### src/ddri_defs.svh
`ifndef DDRI_DEFS_SVH
`define DDRI_DEFS_SVH

// Core clock rate
`define DDRI_CLK_MHZ 40
// Internal state initialization after reset release, in microseconds
`define DDRI_INIT_US 500
`define DDRI_INIT_CYC (`DDRI_INIT_W'(`DDRI_INIT_US * `DDRI_CLK_MHZ))
`define DDRI_INIT_W 15

// Command codes on {RAS#, CAS#, WE#} with chip select low
`define DDRI_CMD_MRS 3'h0
`define DDRI_CMD_REF 3'h1
`define DDRI_CMD_PRE 3'h2
`define DDRI_CMD_ACT 3'h3
`define DDRI_CMD_WR 3'h4
`define DDRI_CMD_RD 3'h5
`define DDRI_CMD_ZQ 3'h6
`define DDRI_CMD_NOP 3'h7

// Address bit positions
`define DDRI_AP_BIT 10
`define DDRI_BC_BIT 12
`define DDRI_MR0_BL_LO 0
`define DDRI_MR0_BT_BIT 3
`define DDRI_MR0_DLLRST_BIT 8
`define DDRI_MR1_DLLDIS_BIT 0
`define DDRI_MR1_RTT0_BIT 2
`define DDRI_MR1_RTT1_BIT 6
`define DDRI_MR1_RTT2_BIT 9

// MR0 burst length field encodings
`define DDRI_BL_FIX8 2'h0
`define DDRI_BL_OTF 2'h1
`define DDRI_BL_FIX4 2'h2

// Reset value and bank count
`define DDRI_MR_RST 15'h0000
`define DDRI_BANKS 8

`endif

### src/ddri_pkg.sv
`default_nettype none

package ddri_pkg;
  typedef enum logic [1:0] {
    ST_INTERNAL_INIT,
    ST_WAIT_CKE,
    ST_ACTIVE
  } state_t;
endpackage

`default_nettype wire

### src/ddri_core.sv
`default_nettype none
`include "ddri_defs.svh"

module ddri_core #(
  parameter logic [`DDRI_INIT_W-1:0] INIT_CYCLES = `DDRI_INIT_CYC
) (
  // Clock and core reset
  input wire logic CORE_CLK_IN,
  input wire logic RESET_IN,
  // Memory pins from the controller
  input wire logic MEM_RESET_N_IN,
  input wire logic CKE_IN,
  input wire logic CS_N_IN,
  input wire logic RAS_N_IN,
  input wire logic CAS_N_IN,
  input wire logic WE_N_IN,
  input wire logic [2:0] BA_IN,
  input wire logic [14:0] ADDR_IN,
  input wire logic ODT_IN,
  // Device status
  output logic READY_OUT,
  output logic TERM_EN_OUT,
  output logic MR_ALL_LOADED_OUT,
  output logic [3:0] MR_LOADED_OUT,
  output logic [14:0] MR0_OUT,
  output logic [14:0] MR1_OUT,
  output logic [14:0] MR2_OUT,
  output logic [14:0] MR3_OUT,
  output logic DLL_RESET_OUT,
  output logic ZQ_CAL_OUT,
  output logic CMD_ERR_OUT,
  // Burst sequencer
  output logic BURST_VALID_OUT,
  output logic BURST_WRITE_OUT,
  output logic BURST_LAST_OUT,
  output logic [2:0] BURST_BANK_OUT,
  output logic [14:0] BURST_ROW_OUT,
  output logic [9:0] BEAT_COL_EVEN_OUT,
  output logic [9:0] BEAT_COL_ODD_OUT
);

  // Pin reset is destructive and asynchronous, so it joins the core reset
  wire logic rst_any = RESET_IN | ~MEM_RESET_N_IN;

  ddri_pkg::state_t state_r;
  ddri_pkg::state_t state_nxt;
  logic [`DDRI_INIT_W-1:0] init_cnt_r;
  logic [14:0] mr_r [4];
  logic [3:0] mr_loaded_r;
  logic [`DDRI_BANKS-1:0] bank_open_r;
  logic [14:0] bank_row_r [`DDRI_BANKS];
  logic burst_act_r;
  logic burst_wr_r;
  logic burst_bc4_r;
  logic burst_il_r;
  logic burst_ap_r;
  logic [1:0] beat_pair_r;
  logic [2:0] burst_bank_r;
  logic [9:0] burst_col_r;

  // Command decode, only honoured once CKE is registered high
  wire logic cmd_ok = (state_r == ddri_pkg::ST_ACTIVE) & CKE_IN & ~CS_N_IN;
  wire logic [2:0] cmd = {RAS_N_IN, CAS_N_IN, WE_N_IN};
  wire logic is_mrs = cmd_ok & (cmd == `DDRI_CMD_MRS);
  wire logic is_act = cmd_ok & (cmd == `DDRI_CMD_ACT);
  wire logic is_pre = cmd_ok & (cmd == `DDRI_CMD_PRE);
  wire logic is_zq = cmd_ok & (cmd == `DDRI_CMD_ZQ);
  wire logic is_rw = cmd_ok & ((cmd == `DDRI_CMD_RD) | (cmd == `DDRI_CMD_WR));
  wire logic rw_bad = is_rw & ~bank_open_r[BA_IN];
  wire logic rw_go = is_rw & bank_open_r[BA_IN];
  wire logic [1:0] mr_sel = BA_IN[1:0];
  wire logic pre_all = ADDR_IN[`DDRI_AP_BIT];

  // Burst length choice from MR0 and the chop pin
  wire logic [1:0] bl_mode = mr_r[0][`DDRI_MR0_BL_LO +: 2];
  wire logic new_bc4 = (bl_mode == `DDRI_BL_FIX4) |
      ((bl_mode == `DDRI_BL_OTF) & ~ADDR_IN[`DDRI_BC_BIT]);

  // Nominal termination is on when any Rtt_Nom bit of MR1 is set
  wire logic rtt_nom_on = mr_r[1][`DDRI_MR1_RTT0_BIT] |
      mr_r[1][`DDRI_MR1_RTT1_BIT] | mr_r[1][`DDRI_MR1_RTT2_BIT];
  wire logic dll_on = ~mr_r[1][`DDRI_MR1_DLLDIS_BIT];

  wire logic last_pair = burst_act_r &
      (beat_pair_r == (burst_bc4_r ? 2'h1 : 2'h3));

  // Writes ignore the low column bits: BL8 starts at 0, BC4 at 0 or 4
  wire logic [2:0] start_col = ~burst_wr_r ? burst_col_r[2:0] :
      (burst_bc4_r ? {burst_col_r[2], 2'h0} : 3'h0);
  wire logic [2:0] beat_e = {beat_pair_r, 1'b0};
  wire logic [2:0] beat_o = {beat_pair_r, 1'b1};

  function automatic logic [2:0] order(input logic [2:0] c,
      input logic [2:0] i, input logic il);
    logic [1:0] lo;
    lo = c[1:0] + i[1:0];
    order = il ? (c ^ i) : {c[2] ^ i[2], lo};
  endfunction

  wire logic [2:0] col_e = order(start_col, beat_e, burst_il_r);
  wire logic [2:0] col_o = order(start_col, beat_o, burst_il_r);

  always_comb begin
    state_nxt = state_r;
    case (state_r)
      ddri_pkg::ST_INTERNAL_INIT: begin
        if (init_cnt_r == INIT_CYCLES) begin
          state_nxt = ddri_pkg::ST_WAIT_CKE;
        end
      end
      ddri_pkg::ST_WAIT_CKE: begin
        if (CKE_IN) begin
          state_nxt = ddri_pkg::ST_ACTIVE;
        end
      end
      ddri_pkg::ST_ACTIVE: state_nxt = ddri_pkg::ST_ACTIVE;
      default: state_nxt = ddri_pkg::ST_INTERNAL_INIT;
    endcase
  end

  always_ff @(posedge CORE_CLK_IN or posedge rst_any) begin
    if (rst_any) begin
      state_r <= ddri_pkg::ST_INTERNAL_INIT;
      init_cnt_r <= '0;
    end else begin
      state_r <= state_nxt;
      if (state_r == ddri_pkg::ST_INTERNAL_INIT) begin
        init_cnt_r <= init_cnt_r + `DDRI_INIT_W'(1);
      end
    end
  end

  // Mode registers: every load replaces the whole register
  always_ff @(posedge CORE_CLK_IN or posedge rst_any) begin
    if (rst_any) begin
      for (int k = 0; k < 4; k++) begin
        mr_r[k] <= `DDRI_MR_RST;
      end
      mr_loaded_r <= 4'h0;
    end else if (is_mrs) begin
      mr_r[mr_sel] <= ADDR_IN;
      // DLL reset bit is self clearing, it only fires a pulse
      if (mr_sel == 2'h0) begin
        mr_r[0][`DDRI_MR0_DLLRST_BIT] <= 1'b0;
      end
      mr_loaded_r[mr_sel] <= 1'b1;
    end
  end

  // Bank table; mode loads never touch it, array data survives them
  always_ff @(posedge CORE_CLK_IN or posedge rst_any) begin
    if (rst_any) begin
      bank_open_r <= '0;
      for (int k = 0; k < `DDRI_BANKS; k++) begin
        bank_row_r[k] <= '0;
      end
    end else begin
      if (last_pair & burst_ap_r) begin
        bank_open_r[burst_bank_r] <= 1'b0;
      end
      if (is_pre) begin
        if (pre_all) begin
          bank_open_r <= '0;
        end else begin
          bank_open_r[BA_IN] <= 1'b0;
        end
      end
      if (is_act) begin
        bank_open_r[BA_IN] <= 1'b1;
        bank_row_r[BA_IN] <= ADDR_IN;
      end
    end
  end

  // Burst sequencer: two beats per clock, four clocks for a full burst
  always_ff @(posedge CORE_CLK_IN or posedge rst_any) begin
    if (rst_any) begin
      burst_act_r <= 1'b0;
      burst_wr_r <= 1'b0;
      burst_bc4_r <= 1'b0;
      burst_il_r <= 1'b0;
      burst_ap_r <= 1'b0;
      beat_pair_r <= 2'h0;
      burst_bank_r <= 3'h0;
      burst_col_r <= 10'h000;
    end else if (rw_go) begin
      burst_act_r <= 1'b1;
      burst_wr_r <= ~WE_N_IN;
      burst_bc4_r <= new_bc4;
      burst_il_r <= mr_r[0][`DDRI_MR0_BT_BIT];
      burst_ap_r <= ADDR_IN[`DDRI_AP_BIT];
      beat_pair_r <= 2'h0;
      burst_bank_r <= BA_IN;
      burst_col_r <= ADDR_IN[9:0];
    end else if (last_pair) begin
      burst_act_r <= 1'b0;
      beat_pair_r <= 2'h0;
    end else if (burst_act_r) begin
      beat_pair_r <= beat_pair_r + 2'h1;
    end
  end

  // Registered outputs
  always_ff @(posedge CORE_CLK_IN or posedge rst_any) begin
    if (rst_any) begin
      READY_OUT <= 1'b0;
      TERM_EN_OUT <= 1'b0;
      MR_ALL_LOADED_OUT <= 1'b0;
      MR_LOADED_OUT <= 4'h0;
      MR0_OUT <= `DDRI_MR_RST;
      MR1_OUT <= `DDRI_MR_RST;
      MR2_OUT <= `DDRI_MR_RST;
      MR3_OUT <= `DDRI_MR_RST;
      DLL_RESET_OUT <= 1'b0;
      ZQ_CAL_OUT <= 1'b0;
      CMD_ERR_OUT <= 1'b0;
      BURST_VALID_OUT <= 1'b0;
      BURST_WRITE_OUT <= 1'b0;
      BURST_LAST_OUT <= 1'b0;
      BURST_BANK_OUT <= 3'h0;
      BURST_ROW_OUT <= 15'h0000;
      BEAT_COL_EVEN_OUT <= 10'h000;
      BEAT_COL_ODD_OUT <= 10'h000;
    end else begin
      READY_OUT <= (state_r == ddri_pkg::ST_ACTIVE);
      // Termination held off until CKE seen high after reset
      TERM_EN_OUT <= (state_r == ddri_pkg::ST_ACTIVE) & ODT_IN &
          rtt_nom_on;
      MR_ALL_LOADED_OUT <= &mr_loaded_r;
      MR_LOADED_OUT <= mr_loaded_r;
      MR0_OUT <= mr_r[0];
      MR1_OUT <= mr_r[1];
      MR2_OUT <= mr_r[2];
      MR3_OUT <= mr_r[3];
      DLL_RESET_OUT <= is_mrs & (mr_sel == 2'h0) &
          ADDR_IN[`DDRI_MR0_DLLRST_BIT] & dll_on;
      ZQ_CAL_OUT <= is_zq;
      CMD_ERR_OUT <= rw_bad;
      BURST_VALID_OUT <= burst_act_r;
      BURST_WRITE_OUT <= burst_act_r & burst_wr_r;
      BURST_LAST_OUT <= last_pair;
      BURST_BANK_OUT <= burst_bank_r;
      BURST_ROW_OUT <= bank_row_r[burst_bank_r];
      BEAT_COL_EVEN_OUT <= {burst_col_r[9:3], col_e};
      BEAT_COL_ODD_OUT <= {burst_col_r[9:3], col_o};
    end
  end

endmodule

`default_nettype wire

### config.mk
export PLATFORM = sky130hd
export DESIGN_NAME = ddri_core
export DESIGN_NICKNAME = d
export VERILOG_FILES = /design/src/ddri_pkg.sv /design/src/ddri_core.sv
export VERILOG_INCLUDE_DIRS = /design/src
export SDC_FILE = /design/constraint.sdc
export NUM_CORES = 1
export LEC_CHECK = 0
export ABC_AREA = 0
export BUFFER_PORTS_ARGS = -buffer_cell sky130_fd_sc_hd__buf_4
export CAP_MARGIN = 20
export CELL_PAD_IN_SITES_DETAIL_PLACEMENT = 0
export CELL_PAD_IN_SITES_GLOBAL_PLACEMENT = 1
export CORE_ASPECT_RATIO = 0.7
export CORE_MARGIN = 1.5
export CORE_UTILIZATION = 55
export CTS_BUF_LIST = sky130_fd_sc_hd__clkbuf_8
export DETAILED_ROUTE_END_ITERATION = 10
export GPL_TIMING_DRIVEN = 0
export MAX_ROUTING_LAYER = met4
export PLACE_DENSITY_LB_ADDON = 0.05
export SYNTH_ARGS = -nofsm -noshare
export SYNTH_HDL_FRONTEND = slang
export SYNTH_SLANG_ARGS = --single-unit
export TNS_END_PERCENT = 10
### constraint.sdc
create_clock -name CORE_CLK_IN -period 48 [get_ports CORE_CLK_IN]
set_input_delay 4.8 -clock CORE_CLK_IN [delete_from_list [all_inputs] [get_ports CORE_CLK_IN]]
set_output_delay 4.8 -clock CORE_CLK_IN [all_outputs]
set_load 0.05 [all_outputs]
==> flow_metrics.env, run 1 <==
export IMPL_syn_nets=827
export IMPL_cts_setup_buffers=0
export IMPL_slowest_stage="o41ai_4"
export IMPL_crit_chain="buf_4 -> buf_2 -> nand2_1 -> nor2_1 -> o41ai_4 -> buf_6 -> mux2_4"
export IMPL_grt_max_degree=36
export IMPL_overflow=0
export IMPL_synth_xor_area_share_pct=1.30
export IMPL_path_class="in2reg"
export IMPL_reg2reg_slack_ns=45.39
export IMPL_slew_viol_final=0
export IMPL_synth_simple_area_share_pct=4.71
export IMPL_diodes=0
export IMPL_die_area_mm2=0.0243
export IMPL_start_kind="primary input"
export IMPL_clock_latency_ns=0.57
export IMPL_min_path_cells=0
export IMPL_final_cell_mix="332 x dfrtp_1, 155 x buf_4, 155 x mux2_2, 66 x clkbuf_8, 46 x mux2_1"
export IMPL_path_max_fanout=10
export IMPL_drv_cap=0
export IMPL_synthTopCellsByArea="dfrtp_1 65%, mux2_2 14%, mux4_2 5.3%"
export IMPL_vias_per_cell=5.46
export IMPL_power_density_mw_per_mm2=34.7
export IMPL_syn_inst=794
export IMPL_drtPass1Iterations=5
export IMPL_die_h_um=131
export IMPL_drt_iter0_markers=406
export IMPL_grt_pass1_wl_mm=43.5
export IMPL_ys_ff_latch=332
export IMPL_row_count=46
export IMPL_die_width_um=186
export IMPL_synth_mux_area_share_pct=24.3
export IMPL_cts_tree="built"
export IMPL_drcViolationCount=0
export IMPL_synthAdderAreaFrac_pct=0.585
export IMPL_hp_start="mr_r[6]"
export IMPL_relSlewSlack_pct=37.7
export IMPL_vdd_drop_max_v=0.0000221
export IMPL_r2r_cells=7
export IMPL_syn_cell_area_mm2=0.0128
export IMPL_fmax_ghz=0.159
export IMPL_syn_to_final_growth_pct=21.3
export IMPL_port_buffers=137
export IMPL_setup_violations=0
export IMPL_fin_ws_ns=41.71
export IMPL_cts_sinks=332
export IMPL_tns_ns=0
export IMPL_grt_antenna_before_repair=0
export IMPL_layout_commonest_cell="dfrtp_1"
export IMPL_cts_resized=0
export IMPL_ant_nets=0
export IMPL_layout_min_cycle_time_ns=6.29
export IMPL_nets=1025
export IMPL_hpwlAfterDp_mm=19.1
export IMPL_io_pins=138
export IMPL_cpPeakStageDelay_ns=0.72
export IMPL_synthArstFlopShare_pct=100
export IMPL_core_mm2=0.0228
export IMPL_wl_per_cell_um=20.9
export IMPL_worst_pin_slew_ns=0.933
export IMPL_vias=7324
export IMPL_yosysTopAreaCell="dfrtp_1"
export IMPL_synth_top_family_by_area="multiplexers"
export IMPL_ys_warn_count=0
export IMPL_ys_seq_area_share_pct=64.8
export IMPL_htree_levels=2
export IMPL_seq_area_mm2=0.00831
export IMPL_start_util_pct=56.3
export IMPL_r2r_start="state_r[0]"
export IMPL_gp_congestion=0.925
export IMPL_ys_dominant_reg_cell="dfrtp_1"
export IMPL_holdPathEnd="MR3_OUT[6]"
export IMPL_rsz0062_at_grt="false"
export IMPL_dp_slack_ns=41.17
export IMPL_cts_buffers=49
export IMPL_r2r_end="bank_row_r[18]"
export IMPL_ctsLongestPathBuffers=3
export IMPL_synth_top_area_share_pct=64.8
export IMPL_n_fill_cell=1587
export IMPL_synth_avg_cell_area_um2=16.2
export IMPL_wl_mm=28.1
export IMPL_cts_root_buffer="clkbuf_8"
export IMPL_drive_gt1_share_pct=45.4
export IMPL_status="finished clean"
export IMPL_grt_pass1_vias=7642
export IMPL_crit_path_end_kind="flip-flop"
export IMPL_cp_required_ns=48.44
export IMPL_hold_class="reg2reg"
export IMPL_fin_crit_sh_pct=13.1
export IMPL_worstPathArrival_ns=6.72
export IMPL_synth_edf_count=0
export IMPL_multi_input_area_mm2=0.00418
export IMPL_synth_compound_area_share_pct=1.65
export IMPL_finalHoldViolations=0
export IMPL_fin_util_pct=68.3
export IMPL_synth_distinct_cells=52
export IMPL_leakagePower_nw=8.19
export IMPL_globalRouteTotalUtil_pct=25.0
export IMPL_skew_ns=0.0256
export IMPL_ctsHoldBuffers=0
export IMPL_clkTransAtPathRegs_ns=0.07
-- state kept, by name (all words and copies together) (netlist names), 3 cells and up --
signal             flops
MR1_OUT               15
mr_loaded_r            4
burst_col_r           10
burst_bank_r           3
init_cnt_r            15
BURST_BANK_OUT         3
BURST_ROW_OUT         15
bank_row_r           120
MR2_OUT               15
BEAT_COL_EVEN_OUT     10
bank_open_r            8
mr_r                  58
MR3_OUT               15
MR0_OUT               15
MR_LOADED_OUT          4
-- metrics by stage --
step                      hold WS [ns]  std cells  total power, mW  cell area, um2
after CTS                        0.370       1342            0.546           15600
after detailed placement         0.356       1253            0.300           14500
after global placement           0.354       1243            0.297           14200
final                            0.366       1342            0.540           15600
after floorplan                  0.346        794            0.292           12800
after global routing             0.377       1342            0.561           15600
-- cell usage after synthesis (7+ instances only) --
master,n
mux2_2,155
inv_1,9
xnor2_1,13
mux2_4,8
nand2_1,30
clkbuf_1,20
o21ai_0,10
nor2_1,14
dfrtp_1,332
mux2_1,46
buf_2,11
a21oi_1,7
mux4_2,30
buf_4,18
nand2b_1,7
-- routing by layer --
layer	vias up	part of all wire, %	track usage, %	wire [um]
met3	42	6.2	4.74	1730
met2	252	45	36.5	12600
met1	3819	47	36.4	13300
met4	0	1.7	6.50	465
li1	3211	-	-	-
met5	-	0	-	0
-- power by group --
part	switching, mW	internal (mW)
clock network	0.107	0.139
registers	0	0.280
logic	0.0104	0.00430
-- how the worst max path moves through the flow --
stage | startpoint | endpoint | slack (ns) | cells after the start
2_1_floorplan | RESET_IN | BEAT_COL_EVEN_OUT[0] | 21.98 | 1
3_3_place_gp | MEM_RESET_N_IN | MR0_OUT[9] | 16.63 | 2
3_5_place_dp | BA_IN[2] | burst_col_r[2] | 41.17 | 7
4_1_cts | BA_IN[2] | burst_col_r[5] | 41.77 | 7
5_1_grt | RESET_IN | BEAT_COL_EVEN_OUT[6] | 41.59 | 7
6_report | BA_IN[2] | burst_col_r[5] | 41.71 | 7
-- logic make-up after synthesis --
logic type | after synthesis
adders and majority gates | 6
muxes | 245
xor gates and xnor gates | 19
AOI/OAI and AO/OA | 30
and+or+nand+nor | 99
DFF | 332
buffers and inverters | 63
-- area by class of cell --
| type | instances | area share, % |
|---|---|---|
| flip-flops and latches | 332 | 53.4 |
| clock buffers | 66 | 5.84 |
| inverters | 9 | 0.217 |
| plain buffers | 54 | 1.97 |
| well taps | 312 | 2.51 |
| clock inverters | 23 | 1.20 |
| multi-input cells | 399 | 26.9 |
| repair buffers | 147 | 7.99 |
-- critical path: cells and delay by family --
kind / cells / cell delay, ns
AO/OA/AOI/OAI: 1 / 0.72
buffers and inverters: 3 / 0.62
multiplexers: 1 / 0.32
AND/OR/NAND/NOR: 2 / 0.26
Note: power is estimated with default switching activity, not from simulation.
==> run 2, diff against run 1 <==
Settings changed: CORE_UTILIZATION 55 to 46.
Clock period 48 ns to 5.6 ns, I/O delays scaled along.
==> flow_metrics.env, run 2 (synthesis results as in run 1) <==
export IMPL_grt_pass1_wl_mm=47.0
export IMPL_globalRouteTotalUtil_pct=22.3
export IMPL_cpPeakStageDelay_ns=0.47
export IMPL_drive_gt1_share_pct=44.6
export IMPL_cts_sinks=332
export IMPL_clockPowerShare_pct=44.5
export IMPL_cts_resized=0
export IMPL_leakagePower_nw=8.18
export IMPL_path_class="reg2reg"
export IMPL_cts_setup_buffers=0
export IMPL_layout_min_cycle_time_ns=2.71
export IMPL_start_util_pct=47.3
export IMPL_worstPathArrival_ns=3.16
export IMPL_vias_per_cell=5.23
export IMPL_fin_crit_sh_pct=48.4
export IMPL_fmax_ghz=0.369
export IMPL_crit_chain="inv_1 -> ha_1 -> nand3b_1 -> nor4_4 -> nand3_2 -> buf_1 -> mux2_2"
export IMPL_wl_per_cell_um=21.4
export IMPL_io_pins=138
export IMPL_clock_latency_ns=0.59
export IMPL_vdd_drop_max_v=0.000149
export IMPL_slew_viol_final=0
export IMPL_ctsHoldBuffers=0
export IMPL_final_cell_mix="332 x dfrtp_1, 155 x buf_4, 155 x mux2_2, 64 x clkbuf_8, 46 x mux2_1"
export IMPL_start_kind="flip-flop"
export IMPL_cp_required_ns=6.05
export IMPL_clkTransAtPathRegs_ns=0.06
export IMPL_layout_commonest_cell="dfrtp_1"
export IMPL_p_int_mw=3.55
export IMPL_drtPass1Iterations=4
export IMPL_largest_reg_flops=120
export IMPL_worst_pin_slew_ns=0.818
export IMPL_top_regs="bank_row_r (120), mr_r (58)"
export IMPL_htree_levels=2
export IMPL_finalInstanceArea_mm2=0.0156
export IMPL_setup_violations=0
export IMPL_drt_iter0_markers=294
export IMPL_ant_nets=0
export IMPL_power_density_mw_per_mm2=292
export IMPL_largest_register="bank_row_r"
export IMPL_port_buffers=137
export IMPL_finalHoldViolations=0
export IMPL_cts_tree="built"
export IMPL_skew_ns=0.0263
export IMPL_nets=1027
export IMPL_path_max_fanout=10
export IMPL_die_h_um=143
export IMPL_drcViolationCount=0
export IMPL_ctsLongestPathBuffers=3
export IMPL_status="finished clean"
export IMPL_crit_buf_inv=2
export IMPL_cts_root_buffer="clkbuf_8"
export IMPL_syn_to_final_growth_pct=21.5
export IMPL_p_seq_share_pct=52.7
export IMPL_vias=7280
export IMPL_rsz0062_at_grt="false"
export IMPL_slowest_stage="buf_1"
export IMPL_switching_share_pct=22.0
export IMPL_row_count=50
export IMPL_drv_cap=0
export IMPL_cts_buffers=50
export IMPL_hpwlAfterDp_mm=20.7
export IMPL_die_width_um=203
export IMPL_hold_class="in2async"
export IMPL_grt_antenna_before_repair=1
export IMPL_die_area_mm2=0.0289
export IMPL_pwr_share_comb_pct=2.8
export IMPL_relSlewSlack_pct=45.4
export IMPL_overflow=0
export IMPL_place_area_mm2=0.0146
export IMPL_wl_mm=29.8
export IMPL_core_mm2=0.0271
export IMPL_tns_ns=0
export IMPL_grt_max_degree=36
export IMPL_crit_family="simple AND/OR/NAND/NOR gates"
export IMPL_crit_path_end_kind="flip-flop"
export IMPL_power_switching_mw=1.00
export IMPL_gp_congestion=0.809
export IMPL_grt_pass1_vias=7990
==> run 2: cell count changes in the layout (fill, tap and decap cells not counted) <==
| cell | previous run | this run |
|---|---|---|
| bufinv_16 | 3 | 2 |
| clkinv_2 | 11 | 4 |
| clkbuf_8 | 66 | 64 |
| inv_1 | 16 | 24 |
| diode_2 | 0 | 1 |
| buf_12 | 8 | 9 |
| clkinvlp_4 | 2 | 1 |
==> run 2: final timing paths <==
| check | slack (ns) | to | cells after the start | startpoint |
|---|---|---|---|---|
| setup / recovery | 2.89 | mr_r[6] | 7 | state_r[0] |
| hold / removal | 0.06 | MR2_OUT[0] | 2 | MEM_RESET_N_IN |
| setup reg to reg | 2.89 | mr_r[6] | 7 | state_r[0] |
| hold reg to reg | 0.37 | MR0_OUT[4] | 0 | mr_r[49] |
| max in group asynchronous | 4.20 | bank_row_r[8] | 6 | RESET_IN |
| min in group CORE_CLK_IN | 0.23 | bank_row_r[109] | 2 | ADDR_IN[4] |
==> run 2: power by group through the flow <==
stage	Sequential (mW)	Clock, mW	Combinational [mW]
floorplan	2.44	0	0.0599
global placement	2.44	0	0.108
detailed placement	2.44	0	0.132
CTS	2.40	2.07	0.133
global route	2.40	2.19	0.145
finish	2.40	2.02	0.128
==> run 2: cell type report <==
| class | count | area, um2 |
|---|---|---|
| inverters | 9 | 33.8 |
| flip-flops and latches | 332 | 8310 |
| repair buffers | 148 | 1260 |
| well taps | 364 | 455 |
| clock buffers | 64 | 881 |
| clock inverters | 22 | 144 |
| diodes | 1 | 2.50 |
| multi-input cells | 399 | 4180 |
| plain buffers | 54 | 307 |
| fillers | 2158 | 11500 |
==> run 2: worst reg2reg max path, cell delays in order (launching register included) <==
cell	delay [ns]
dfrtp_1	0.40
inv_1	0.11
ha_1	0.29
nand3b_1	0.20
nor4_4	0.32
nand3_2	0.39
buf_1	0.47
mux2_2	0.41
==> run 2: stage by stage <==
stage                     cells  hold slack (ns)  power [mW]  util (%)  setup slack, ns
after floorplan             794            0.346        2.50         -            -1.70
after global placement     1295            0.355        2.55      52.8            -3.80
after detailed placement   1306            0.357        2.57      53.7             2.85
after CTS                  1392           0.0428        4.60      57.5             2.83
after global routing       1392           0.0733        4.73      57.5             2.67
final                      1393           0.0640        4.55      57.5             2.89
==> run 2: metal layers <==
metal / part of all wire [%] / up-vias / GRT usage, %
met1: 48 / 3833 / 31.3
li1: - / 3210 / -
met3: 5.7 / 48 / 5.18
met5: 0 / - / -
met4: 1.4 / 0 / 5.22
met2: 45 / 189 / 33.1
